--- config.mk ---
export PLATFORM = sky130hd
export DESIGN_NAME = fsser_status
export DESIGN_NICKNAME = d
export VERILOG_FILES = /design/src/verilog/fsser_blink.v /design/src/verilog/fsser_status.v
export VERILOG_INCLUDE_DIRS = /design/src /design/src/verilog
export SDC_FILE = /design/constraint.sdc
export NUM_CORES = 1
export LEC_CHECK = 0
export BUFFER_PORTS_ARGS = -buffer_cell sky130_fd_sc_hd__buf_4
export CAP_MARGIN = 10
export CORE_MARGIN = 3
export CORE_UTILIZATION = 55
export DETAILED_ROUTE_END_ITERATION = 8
export PLACE_DENSITY = 0.87
export SYNTH_ARGS = -nofsm -noshare
export SYNTH_HDL_FRONTEND = slang
export SYNTH_SLANG_ARGS = --single-unit
--- constraint.sdc ---
create_clock -name mclk -period 3.5 [get_ports mclk]
set_input_delay 0.35 -clock mclk [delete_from_list [all_inputs] [get_ports mclk]]
set_output_delay 0.35 -clock mclk [all_outputs]
set_load 0.01 [all_outputs]
--- src/verilog/fsser_defines.vh ---
/*
 Constants for the fieldbus status and error report block: register
 offsets, field positions, error codes, LED modes and timing counts.
 Assumes a 25 MHz mclk.
*/
// Function
// Activity LED: off, green 100M, yellow 10M
// Traffic flashes activity LED in speed colour
// Module LED patterns per module state
// Network LED patterns per network state
// Async error starts response, state 7/9
// Async error sets status word bit 6
// Async error stores number in last error
// Explicit error response: general then additional
// Code 1F carries vendor error number
// Pending error code readable at 100.1.1
// Bad I/O command sets flag bit 6
// Next valid output assembly clears flag
// Codes 00, 05, 09, 0C
// Unknown path stops, reports 05
// Codes 0E, 0F, 10
// Codes 13, 14, 15
// Address is class, instance, attribute
// Classes 1,2,4,6,244,245,246 supported
// One blink timer, colours alternate per half
`ifndef FSSER_DEFINES_VH
`define FSSER_DEFINES_VH

`define FSSER_CLK_HZ 25000000
`define FSSER_BLINK_HALF_MS 250
`define FSSER_BLINK_HALF_CYC (`FSSER_CLK_HZ / 1000 * `FSSER_BLINK_HALF_MS)

`define FSSER_ADDR_CTRL 4'h0
`define FSSER_ADDR_NET 4'h1
`define FSSER_ADDR_DRIVE_STAT 4'h2
`define FSSER_ADDR_MF_STAT 4'h3
`define FSSER_ADDR_LAST_ERR 4'h4
`define FSSER_ADDR_ERR_RESP 4'h5
`define FSSER_ADDR_PEND_ERR 4'h6
`define FSSER_ADDR_IRQ_STAT 4'h7
`define FSSER_ADDR_IRQ_MASK 4'h8
`define FSSER_ADDR_IDENT 4'h9

`define FSSER_ERROR_BIT 6
`define FSSER_MSG_ERR_BIT 6

`define FSSER_GEC_SUCCESS 8'h00
`define FSSER_GEC_PATH_UNKNOWN 8'h05
`define FSSER_GEC_BAD_VALUE 8'h09
`define FSSER_GEC_OBJ_STATE 8'h0C
`define FSSER_GEC_NOT_SETTABLE 8'h0E
`define FSSER_GEC_PRIVILEGE 8'h0F
`define FSSER_GEC_DEV_STATE 8'h10
`define FSSER_GEC_TOO_LITTLE 8'h13
`define FSSER_GEC_NO_ATTR 8'h14
`define FSSER_GEC_TOO_MUCH 8'h15
`define FSSER_GEC_VENDOR 8'h1F

`define FSSER_OPST_QUICK_STOP 4'h7
`define FSSER_OPST_FAULT 4'h9

`define FSSER_ERRTAB_CLASS 8'h64
`define FSSER_ERRTAB_INST 8'h01
`define FSSER_ERRTAB_ATTR 8'h01

`define FSSER_MOD_OFF 3'h0
`define FSSER_MOD_START 3'h1
`define FSSER_MOD_IDLE 3'h2
`define FSSER_MOD_READY 3'h3
`define FSSER_MOD_RECOV 3'h4
`define FSSER_MOD_FATAL 3'h5

`define FSSER_NET_NOIP 3'h0
`define FSSER_NET_START 3'h1
`define FSSER_NET_CONN 3'h2
`define FSSER_NET_UNCONN 3'h3
`define FSSER_NET_TIMEOUT 3'h4
`define FSSER_NET_IPCONF 3'h5

`define FSSER_IRQ_ASYNC 0
`define FSSER_IRQ_EXPL 1
`define FSSER_IRQ_IO 2

`endif

--- src/verilog/fsser_blink.v ---
/*
 Common blink timer for every LED pattern.
 Assumes one free running clock and a synchronous reset.
*/
`timescale 1ns/10ps
`include "fsser_defines.vh"

module fsser_blink #(
    parameter HALF_CYC = `FSSER_BLINK_HALF_CYC
) (
    input wire mclk,
    input wire rst,
    output reg phase_r
);
    reg [23:0] cnt_r;

    always @(posedge mclk) begin
        if (rst) begin
            cnt_r <= 24'h000000;
            phase_r <= 1'b0;
        end else if (cnt_r == HALF_CYC - 1) begin
            cnt_r <= 24'h000000;
            phase_r <= ~phase_r;
        end else begin
            cnt_r <= cnt_r + 24'h000001;
        end
    end
endmodule // fsser_blink

--- src/verilog/fsser_status.v ---
/*
 Status LED driver and error reporting for the fieldbus module.
 Assumes link pins are asynchronous and enter through two flops; the
 request decoder pulses arrive on mclk; registers via plain port.
*/
// Design decisions made here: the register addresses and strobed register access.
`timescale 1ns/10ps
`include "fsser_defines.vh"

module fsser_status #(
    parameter HALF_CYC = `FSSER_BLINK_HALF_CYC,
    parameter [15:0] IDENT = 16'h5A5A // Arbitrary, not a maker's code
) (
    input wire mclk,
    input wire rst,
    input wire [3:0] addr,
    input wire [15:0] wdata,
    input wire wr,
    input wire rd,
    output reg [15:0] rdata_r,
    input wire [1:0] link_up,
    input wire [1:0] link_100,
    input wire [1:0] traffic,
    input wire async_err,
    input wire async_fault,
    input wire [15:0] async_err_num,
    input wire expl_req,
    input wire [7:0] req_class,
    input wire [7:0] req_inst,
    input wire [7:0] req_attr,
    input wire req_write,
    input wire req_settable,
    input wire req_priv_ok,
    input wire req_attr_ok,
    input wire req_mode_ok,
    input wire req_obj_ok,
    input wire req_value_ok,
    input wire req_short,
    input wire req_long,
    input wire req_vendor_err,
    input wire [7:0] req_vendor_num,
    input wire io_rx,
    input wire io_valid,
    output reg expl_resp_r,
    output reg [7:0] gen_code_r,
    output reg [7:0] add_code_r,
    output reg [1:0] act_green_r,
    output reg [1:0] act_yellow_r,
    output reg mod_green_r,
    output reg mod_red_r,
    output reg net_green_r,
    output reg net_red_r,
    output reg [15:0] drive_status_word_r,
    output reg [15:0] mode_function_status_word_r,
    output reg [3:0] op_state_r,
    output reg err_response_r,
    output reg irq_r
);
    reg [1:0] up_s1_r;
    reg [1:0] up_s2_r;
    reg [1:0] spd_s1_r;
    reg [1:0] spd_s2_r;
    reg [1:0] trf_s1_r;
    reg [1:0] trf_s2_r;
    reg [2:0] mod_mode_r;
    reg [2:0] net_mode_r;
    reg [15:0] last_error_number_r;
    reg [15:0] pend_err_r;
    reg [2:0] irq_stat_r;
    reg [2:0] irq_mask_r;
    reg [2:0] irq_set;
    reg [7:0] gec_nxt;
    reg [7:0] add_nxt;
    wire phase;
    wire mod_wr;
    wire net_wr;
    wire stat_wr;
    wire mask_wr;
    wire drv_clr;
    wire io_bad;
    wire io_good;
    wire [2:0] irq_clr;
    genvar gi;

    // Shared blink phase keeps all LEDs in step
    fsser_blink #(
        .HALF_CYC(HALF_CYC)
    ) u_blink (
        .mclk(mclk),
        .rst(rst),
        .phase_r(phase)
    );

    // Class table; unknown classes end path processing
    function known_class;
        input [7:0] c;
        begin
            case (c)
                8'h01, 8'h02, 8'h04, 8'h06: known_class = 1'b1;
                8'hF4, 8'hF5, 8'hF6: known_class = 1'b1;
                `FSSER_ERRTAB_CLASS: known_class = 1'b1;
                default: known_class = 1'b0;
            endcase
        end
    endfunction

    // Drive one bicolour LED from a mode and the blink phase
    function [1:0] led_pat;
        input [2:0] mode;
        input ph;
        input is_net;
        begin
            if (!is_net) begin
                case (mode)
                    `FSSER_MOD_OFF: led_pat = 2'b00;
                    `FSSER_MOD_START: led_pat = {~ph, ph};
                    `FSSER_MOD_IDLE: led_pat = {ph, 1'b0};
                    `FSSER_MOD_READY: led_pat = 2'b10;
                    `FSSER_MOD_RECOV: led_pat = {1'b0, ph};
                    `FSSER_MOD_FATAL: led_pat = 2'b01;
                    default: led_pat = 2'b00;
                endcase
            end else begin
                case (mode)
                    `FSSER_NET_NOIP: led_pat = 2'b00;
                    `FSSER_NET_START: led_pat = {~ph, ph};
                    `FSSER_NET_CONN: led_pat = 2'b10;
                    `FSSER_NET_UNCONN: led_pat = {ph, 1'b0};
                    `FSSER_NET_TIMEOUT: led_pat = {1'b0, ph};
                    `FSSER_NET_IPCONF: led_pat = 2'b01;
                    default: led_pat = 2'b00;
                endcase
            end
        end
    endfunction

    // One decode for every register write strobe
    function hit;
        input [3:0] a;
        input [3:0] sel;
        input strobe;
        begin
            hit = strobe && (a == sel);
        end
    endfunction

    assign mod_wr = hit(addr, `FSSER_ADDR_CTRL, wr);
    assign net_wr = hit(addr, `FSSER_ADDR_NET, wr);
    assign stat_wr = hit(addr, `FSSER_ADDR_IRQ_STAT, wr);
    assign mask_wr = hit(addr, `FSSER_ADDR_IRQ_MASK, wr);
    // Only a one in the error bit clears it
    assign drv_clr = hit(addr, `FSSER_ADDR_DRIVE_STAT, wr) &&
        wdata[`FSSER_ERROR_BIT];
    assign io_bad = io_rx && !io_valid;
    assign io_good = io_rx && io_valid;
    // Write one to clear; a new event still wins
    assign irq_clr = stat_wr ? wdata[2:0] : 3'b000;

    // Link pins are asynchronous, two flops first
    always @(posedge mclk) begin
        if (rst) begin
            up_s1_r <= 2'b00;
            up_s2_r <= 2'b00;
            spd_s1_r <= 2'b00;
            spd_s2_r <= 2'b00;
            trf_s1_r <= 2'b00;
            trf_s2_r <= 2'b00;
        end else begin
            up_s1_r <= link_up;
            up_s2_r <= up_s1_r;
            spd_s1_r <= link_100;
            spd_s2_r <= spd_s1_r;
            trf_s1_r <= traffic;
            trf_s2_r <= trf_s1_r;
        end
    end

    // Flash gates the steady colour with the blink phase
    generate
        for (gi = 0; gi < 2; gi = gi + 1) begin : g_act
            always @(posedge mclk) begin
                if (rst) begin
                    act_green_r[gi] <= 1'b0;
                    act_yellow_r[gi] <= 1'b0;
                end else begin
                    act_green_r[gi] <= up_s2_r[gi] && spd_s2_r[gi] &&
                        (!trf_s2_r[gi] || phase);
                    act_yellow_r[gi] <= up_s2_r[gi] && !spd_s2_r[gi] &&
                        (!trf_s2_r[gi] || phase);
                end
            end
        end
    endgenerate

    // Patterns registered so the pins never glitch
    always @(posedge mclk) begin
        if (rst) begin
            mod_mode_r <= `FSSER_MOD_START;
            net_mode_r <= `FSSER_NET_START;
            {mod_green_r, mod_red_r} <= 2'b00;
            {net_green_r, net_red_r} <= 2'b00;
        end else begin
            if (mod_wr)
                mod_mode_r <= wdata[2:0];
            if (net_wr)
                net_mode_r <= wdata[2:0];
            {mod_green_r, mod_red_r} <= led_pat(mod_mode_r, phase, 1'b0);
            {net_green_r, net_red_r} <= led_pat(net_mode_r, phase, 1'b1);
        end
    end

    // Explicit request decode, first failing check wins
    always @* begin
        add_nxt = 8'h00;
        if (!known_class(req_class) || req_inst == 8'h00)
            gec_nxt = `FSSER_GEC_PATH_UNKNOWN;
        else if (!req_attr_ok)
            gec_nxt = `FSSER_GEC_NO_ATTR;
        else if (req_write && !req_settable)
            gec_nxt = `FSSER_GEC_NOT_SETTABLE;
        else if (!req_priv_ok)
            gec_nxt = `FSSER_GEC_PRIVILEGE;
        else if (!req_mode_ok)
            gec_nxt = `FSSER_GEC_DEV_STATE;
        else if (!req_obj_ok)
            gec_nxt = `FSSER_GEC_OBJ_STATE;
        else if (req_short)
            gec_nxt = `FSSER_GEC_TOO_LITTLE;
        else if (req_long)
            gec_nxt = `FSSER_GEC_TOO_MUCH;
        else if (!req_value_ok)
            gec_nxt = `FSSER_GEC_BAD_VALUE;
        else if (req_vendor_err) begin
            gec_nxt = `FSSER_GEC_VENDOR;
            add_nxt = req_vendor_num;
        end else
            gec_nxt = `FSSER_GEC_SUCCESS;
    end

    // Codes hold until the next request
    always @(posedge mclk) begin
        if (rst) begin
            expl_resp_r <= 1'b0;
            gen_code_r <= 8'h00;
            add_code_r <= 8'h00;
            pend_err_r <= 16'h0000;
        end else begin
            expl_resp_r <= expl_req;
            if (expl_req) begin
                gen_code_r <= gec_nxt;
                add_code_r <= add_nxt;
                if (gec_nxt != `FSSER_GEC_SUCCESS)
                    pend_err_r <= {gec_nxt, add_nxt};
            end else if (io_bad) begin
                pend_err_r <= {`FSSER_GEC_DEV_STATE, 8'h00};
            end
        end
    end

    // Async error holds its state until software clears it
    always @(posedge mclk) begin
        if (rst) begin
            drive_status_word_r <= 16'h0000;
            op_state_r <= 4'h0;
            err_response_r <= 1'b0;
            last_error_number_r <= 16'h0000;
        end else if (async_err) begin
            drive_status_word_r[`FSSER_ERROR_BIT] <= 1'b1;
            err_response_r <= 1'b1;
            op_state_r <= async_fault ? `FSSER_OPST_FAULT :
                `FSSER_OPST_QUICK_STOP;
            last_error_number_r <= async_err_num;
        end else if (drv_clr) begin
            drive_status_word_r[`FSSER_ERROR_BIT] <= 1'b0;
            err_response_r <= 1'b0;
            op_state_r <= 4'h0;
        end
    end

    // Set wins over clear when both land in one cycle
    always @(posedge mclk) begin
        if (rst)
            mode_function_status_word_r <= 16'h0000;
        else if (io_bad)
            mode_function_status_word_r[`FSSER_MSG_ERR_BIT] <= 1'b1;
        else if (io_good)
            mode_function_status_word_r[`FSSER_MSG_ERR_BIT] <= 1'b0;
    end

    // Async errors, bad requests and bad assemblies raise events
    always @* begin
        irq_set = 3'b000;
        irq_set[`FSSER_IRQ_ASYNC] = async_err;
        irq_set[`FSSER_IRQ_EXPL] = expl_req &&
            (gec_nxt != `FSSER_GEC_SUCCESS);
        irq_set[`FSSER_IRQ_IO] = io_bad;
    end

    // Sticky bits, one per event; a set beats a clear
    generate
        for (gi = 0; gi < 3; gi = gi + 1) begin : g_irq
            always @(posedge mclk) begin
                if (rst)
                    irq_stat_r[gi] <= 1'b0;
                else if (irq_set[gi])
                    irq_stat_r[gi] <= 1'b1;
                else if (irq_clr[gi])
                    irq_stat_r[gi] <= 1'b0;
            end
        end
    endgenerate

    always @(posedge mclk) begin
        if (rst) begin
            irq_mask_r <= 3'b000;
            irq_r <= 1'b0;
        end else begin
            if (mask_wr)
                irq_mask_r <= wdata[2:0];
            irq_r <= |(irq_stat_r & irq_mask_r);
        end
    end

    // Read data stands one cycle, zero otherwise
    always @(posedge mclk) begin
        if (rst)
            rdata_r <= 16'h0000;
        else if (rd) begin
            case (addr)
                `FSSER_ADDR_CTRL: rdata_r <= {13'h0000, mod_mode_r};
                `FSSER_ADDR_NET: rdata_r <= {13'h0000, net_mode_r};
                `FSSER_ADDR_DRIVE_STAT: rdata_r <= drive_status_word_r;
                `FSSER_ADDR_MF_STAT: rdata_r <= mode_function_status_word_r;
                `FSSER_ADDR_LAST_ERR: rdata_r <= last_error_number_r;
                `FSSER_ADDR_ERR_RESP: rdata_r <= {gen_code_r, add_code_r};
                `FSSER_ADDR_PEND_ERR: rdata_r <= pend_err_r;
                `FSSER_ADDR_IRQ_STAT: rdata_r <= {13'h0000, irq_stat_r};
                `FSSER_ADDR_IRQ_MASK: rdata_r <= {13'h0000, irq_mask_r};
                `FSSER_ADDR_IDENT: rdata_r <= IDENT;
                default: rdata_r <= 16'h0000;
            endcase
        end else
            rdata_r <= 16'h0000;
    end
endmodule // fsser_status
==> flow_summary.ini, run 1 <==
[outcome]
status = finished, final reports clean

[logic_synthesis]
syn_area_um2 = 5260
synth_edf_count = 0
synth_top_area_cell = dfxtp_1
post-synth-top-count-cell = dfxtp_1
synth.avg_cell_area_um2 = 9.244
synthCells = 569
synth-seq-cells = 121
ys_warn_count = 0
yosysTopAreaCellShare = 0.4605
ys_seq_area_frac = 0.4605
async_flop_share = 0
synth_cell_types = 62
synthTopCellsByArea = dfxtp_1 46%, mux2i_1 5.5%, buf_4 5.4%, nor2_1 5.4%, a22o_1 3.2%
synth-main-ff-cell = dfxtp_1
synthTopCellsByCount = 121 x dfxtp_1, 76 x nor2_1, 39 x nand2_1

[sta]
rsz0062_at_grt = false
setup_tns_ns = 0
drv_slew = 0
finalClockSkew_ns = 0.005045
relSlewSlack = 0.4728
finalSetupViolCount = 0
finalCritPeriodShare = 0.6587
period_minus_slack_ns = 2.305
whs_ns = 0.04917
hold_viol = 0
fmax_ghz = 0.4338
worst-slew-pin-transition_ns = 0.7892

[clock_network]
cts_buffers = 17
cts_tree = done
insertion_delay_ns = 0.52
cts_setup_buffers = 0
clockRootBuffer = clkbuf_8
clkTransAtPathRegs_ns = 0.06
cts.sinks = 121
cts_max_level = 4
cts_resized = 0
max-clock-path-buffers = 2
hold_buffers = 0

[setup_path]
worst_ep_arrival_time_ns = 2.68
crit_path_end_kind = flop
crit_path_cell_trace = or4b_1 > nor4_1 > or2_1 > nor2_1
critical_path_class = flop to flop
path_buf_inv = 0
start_kind = flop
worstPathMaxFanout = 23
required_ns = 3.87
slowest_stage = or2_1
crit_family = simple AND/OR/NAND/NOR gates
max_stage_delay_ns = 0.68

[floorplan]
core_um2 = 9284
initial_core_util = 0.5666
dieArea_um2 = 10770
die_w_um = 103.8
io_pins = 172
num_rows = 35
die_y_um = 103.8

[finish]
drive_gt1_frac = 0.2355
fin_cells = 817
multi_input_area_um2 = 2500
diodes = 0
synthToLayoutAreaGrowth_pct = 25.19
fin_nets = 769
postLayoutCellArea_um2 = 6585
regArea_um2 = 2422
num-fill-cells = 657

[place]
hpwl_mm = 9.028
dp_cells = 785
gp_congestion = 0.8265
portBuffers = 118
placed_cell_area_um2 = 6026

[pwr]
comb_power_share = 0.081
switching_share = 0.2495
p_leak_nw = 2.853
p_switching_w = 0.0008288
power_density_nw_per_um2 = 504.3
pwr-share-seq = 0.433
clkPwrFrac = 0.486
ir_worst_vdd_mv = 0.2989
power.internal_w = 0.002492

[global_route]
grt_usage = 0.2483
grt_antenna_before_repair = 0
grt_pass1_wl_mm = 21.91
grt_pass1_vias = 4608
grt_max_degree = 56
grt.overflow.total = 0

[drt]
via_count = 4551
wire_per_inst_um = 16.37
first_pass_iters = 6
wl_mm = 13.38
first_iter_violations = 266
drcViolationCount = 0
ant_nets = 0
vias_per_cell = 5.570

[run]
drv_cap = 0

[worst_hold_path]
hold_class = primary input to flop
## kinds of logic after synthesis
kind of cell	share of synthesized area
xor+xnor	0.03996
flops	0.4605
other cells	0.0007129
compound gates	0.1327
fa+ha+maj	0.002378
buf+inv	0.08706
mux	0.06161
simple gates	0.2150
## through the flow
stage	setup WS [ns]	power (W)	util
2_1_floorplan	1.736	0.001639	-
3_3_place_gp	1.281	0.001719	0.6491
3_5_place_dp	1.248	0.001728	0.6491
4_1_cts	1.211	0.003331	0.7093
5_1_grt	0.9919	0.003424	0.7093
6_report	1.195	0.003321	0.7093
## cell type report
type                    instances  share of cell area
flip-flops and latches        121              0.3679
well taps                     129             0.02451
clock inverters                14             0.02147
clock buffers                  18             0.06346
repair buffers                121              0.1379
inverters                       9            0.005130
multi-input cells             405              0.3796
## power by group through the flow
stage	Clock [W]	Sequential [W]	Combinational, W
after CTS	0.00163	0.00144	0.000266
after global routing	0.00169	0.00144	0.000293
after floorplan	0	0.00146	0.000174
after detailed placement	0	0.00147	0.000262
after global placement	0	0.00147	0.000254
final	0.00161	0.00144	0.000270
## metal layers
layer,vias up,track usage,part of all wire
li1,2136,-,-
met5,-,0,0
met4,0,0.1187,0.032
met2,239,0.4182,0.49
met1,2134,0.2886,0.39
met3,42,0.07601,0.086
## placed cells by master, fill, tap and decap left out, types with 9 or more instances in the layout
master / Yosys / final
dfxtp_1: 121 / 121
buf_4: 38 / 121
nor2_1: 76 / 76
nand2_1: 39 / 39
conb_1: 1 / 33
mux2i_1: 29 / 29
nand3_1: 21 / 21
nor2b_1: 20 / 20
a22o_1: 19 / 19
a21oi_1: 18 / 18
clkbuf_16: 0 / 16
xnor2_1: 15 / 15
o21ai_0: 12 / 12
nor3_1: 11 / 11
a22oi_1: 10 / 10
xor2_1: 9 / 9
inv_1: 9 / 9
nand4_1: 9 / 9
## worst paths after layout
path	startpoint	end	slack [ns]	cells past startpoint
max	u_blink.cnt_r[15]	u_blink.cnt_r[19]	1.19	4
min	link_100[1]	spd_s1_r[1]	0.05	2
max reg2reg	u_blink.cnt_r[15]	u_blink.cnt_r[19]	1.19	4
min reg2reg	trf_s1_r[1]	trf_s2_r[1]	0.43	1
## state kept, by name (all words and copies together) (netlist names), 2 cells and up
signal / count
mod_mode_r: 3
up_s2_r: 2
act_green_r: 2
gen_code_r: 5
last_error_number_r: 16
up_s1_r: 2
irq_stat_r: 3
spd_s1_r: 2
irq_mask_r: 3
trf_s2_r: 2
pend_err_r: 13
u_blink.cnt_r: 24
add_code_r: 8
rdata_r: 16
spd_s2_r: 2
op_state_r: 3
net_mode_r: 3
trf_s1_r: 2
act_yellow_r: 2
Note: power is estimated with default switching activity, not from simulation.
==> inputs of run 2 (changes only) <==
--- a/config.mk
+++ b/config.mk
@@ -9,9 +9,9 @@
 export BUFFER_PORTS_ARGS = -buffer_cell sky130_fd_sc_hd__buf_4
 export CAP_MARGIN = 10
 export CORE_MARGIN = 3
-export CORE_UTILIZATION = 55
+export CORE_UTILIZATION = 46
 export DETAILED_ROUTE_END_ITERATION = 8
-export PLACE_DENSITY = 0.87
+export PLACE_DENSITY = 0.77
 export SYNTH_ARGS = -nofsm -noshare
 export SYNTH_HDL_FRONTEND = slang
 export SYNTH_SLANG_ARGS = --single-unit
==> constraint.sdc (replaced) <==
create_clock -name mclk -period 2 [get_ports mclk]
set_input_delay 0.2 -clock mclk [delete_from_list [all_inputs] [get_ports mclk]]
set_output_delay 0.2 -clock mclk [all_outputs]
set_load 0.01 [all_outputs]
==> run 2 against run 1 <==
  * Cell count is 3.3% higher
  * Non-clock buffer count is 17 higher
  * Total power is 84% higher
  * Fmax is 25% higher
  * Critical endpoint is now u_blink.cnt_r[6]
  * Largest cell class unchanged
==> flow_summary.ini, run 2 (synthesis gave the netlist of run 1 again) <==
[outcome]
status = finished, final reports clean

[setup_path]
max_stage_delay_ns = 0.52
crit_family = simple AND/OR/NAND/NOR gates
crit_path_end_kind = flop
worst_ep_arrival_time_ns = 2.14
r2r_start = u_blink.cnt_r[15]
crit_path_cell_trace = or4b_1 > nor4_1 > or2_1 > buf_12 > nor2_1
path_buf_inv = 1
required_ns = 2.30
critical_path_class = flop to flop
reg2reg_to = u_blink.cnt_r[6]
start_kind = flop
slowest_stage = or4b_1
r2r_cells = 5
r2r_setup_slack_ns = 0.16
worstPathMaxFanout = 23

[drt]
drcViolationCount = 0
via_count = 4476
vias_per_cell = 5.303
ant_nets = 0
wire_per_inst_um = 15.64
first_iter_violations = 311
wl_mm = 13.20
first_pass_iters = 5

[floorplan]
initial_core_util = 0.4789
io_pins = 172
die_w_um = 112.9
dieArea_um2 = 12750
core_um2 = 10980
die_y_um = 112.9
num_rows = 38

[clock_network]
insertion_delay_ns = 0.41
clkTransAtPathRegs_ns = 0.05
cts_tree = done
max-clock-path-buffers = 2
cts_buffers = 17
cts_max_level = 4
clockRootBuffer = clkbuf_16
cts_resized = 0
cts.sinks = 121

[global_route]
grt_pass1_wl_mm = 20.93
grt_pass1_vias = 4365
grt_usage = 0.2051
grt_max_degree = 37
grt.overflow.total = 0
grt_antenna_before_repair = 0

[pwr]
pwr-share-seq = 0.412
power.internal_w = 0.004785
comb_power_share = 0.080
ir_worst_vdd_mv = 0.6623
power_density_nw_per_um2 = 897.9
p_leak_nw = 2.969
p_total_w = 0.006108
clkPwrFrac = 0.507
switching_share = 0.2166
p_switching_w = 0.001323

[finish]
multi_input_area_um2 = 2500
layout_common_cells = 130 x buf_4, 121 x dfxtp_1, 76 x nor2_1
final_common_cell = buf_4
largestRegisters = u_blink.cnt_r: 24 flops, last_error_number_r: 16 flops, rdata_r: 16 flops
fin_nets = 786
diodes = 0
largest_reg_flops = 24
num-fill-cells = 896
regArea_um2 = 2422
top_register = u_blink.cnt_r
synthToLayoutAreaGrowth_pct = 29.33
drive_gt1_frac = 0.2415

[place]
portBuffers = 118
gp_congestion = 0.9001
hpwl_mm = 9.292

[sta]
period_minus_slack_ns = 1.838
finalSetupViolCount = 0
finalCritPeriodShare = 0.9190
finalClockSkew_ns = 0.003964
fmax_ghz = 0.5441
hold_viol = 0
relSlewSlack = 0.4042
worst-slew-pin-transition_ns = 0.8905
drv_slew = 0
setup_tns_ns = 0
rsz0062_at_grt = false

[worst_hold_path]
min_to = add_code_r[7]
hold_class = primary input to flop
hold_start = req_vendor_num[7]
whs_path_depth = 2

[run]
drv_cap = 0
-- run 2: cell types whose count changed in the layout (fill, tap and decap cells not counted) --
cell and change:
clkinv_2 +4, dlygate4sd3_1 +7, inv_6 -4, clkinvlp_4 -1, clkinv_4 -7, buf_12 +1
clkbuf_8 +3, buf_4 +9, clkbuf_16 +1, bufinv_16 +2, clkbuf_1 +1
-- run 2: worst max-delay path by stage --
stage	start	endpoint	slack [ns]	cells past startpoint
floorplan	u_blink.cnt_r[0]	u_blink.cnt_r[22]	0.26	7
CTS	u_blink.cnt_r[15]	u_blink.cnt_r[6]	0.16	5
global route	u_blink.cnt_r[14]	u_blink.cnt_r[22]	0.05	5
finish	u_blink.cnt_r[15]	u_blink.cnt_r[6]	0.16	5
global placement	rst	pend_err_r[9]	0.09	4
detailed placement	req_class[1]	pend_err_r[7]	0.04	6
-- run 2: layout make-up --
type,count,share of cell area
well taps,140,0.02575
clock buffers,23,0.07173
multi-input cells,405,0.3675
clock inverters,8,0.01729
repair buffers,138,0.1567
flip-flops and latches,121,0.3561
inverters,9,0.004966
-- run 2: repair_timing --
action                                 CTS  global route
hold buffers                             7             0
endpoints found under the hold margin    7             0
buffers inserted                         0             0
-- run 2: power by group through the flow --
stage | Clock (W) | Sequential (W) | Combinational (W)
2_1_floorplan | 0 | 0.00256 | 0.000305
3_3_place_gp | 0 | 0.00256 | 0.000462
3_5_place_dp | 0 | 0.00257 | 0.000473
4_1_cts | 0.00313 | 0.00252 | 0.000488
5_1_grt | 0.00323 | 0.00252 | 0.000537
6_report | 0.00310 | 0.00252 | 0.000491
-- run 2: layer usage --
metal	part of all wire	GRT usage	wire [um]	vias to the layer above
met5	0	0	0	-
met1	0.40	0.2411	5320	2099
met2	0.51	0.3523	6674	176
met4	0.025	0.08333	332	0
li1	-	-	-	2169
met3	0.066	0.05775	869	32
-- run 2: metrics by stage --
step | setup slack (ns) | instances | instance area [um2] | hold WS, ns | util
detailed placement | 0.04127 | 806 | 6127 | 0.4178 | 0.5579
finish | 0.1619 | 844 | 6803 | 0.01676 | 0.6194
CTS | 0.1623 | 844 | 6803 | 0.003870 | 0.6194
global route | 0.04761 | 844 | 6803 | 0.009594 | 0.6194
global placement | 0.09249 | 806 | 6127 | 0.4124 | 0.5579
floorplan | 0.2640 | 601 | 5380 | 0.3256 | -
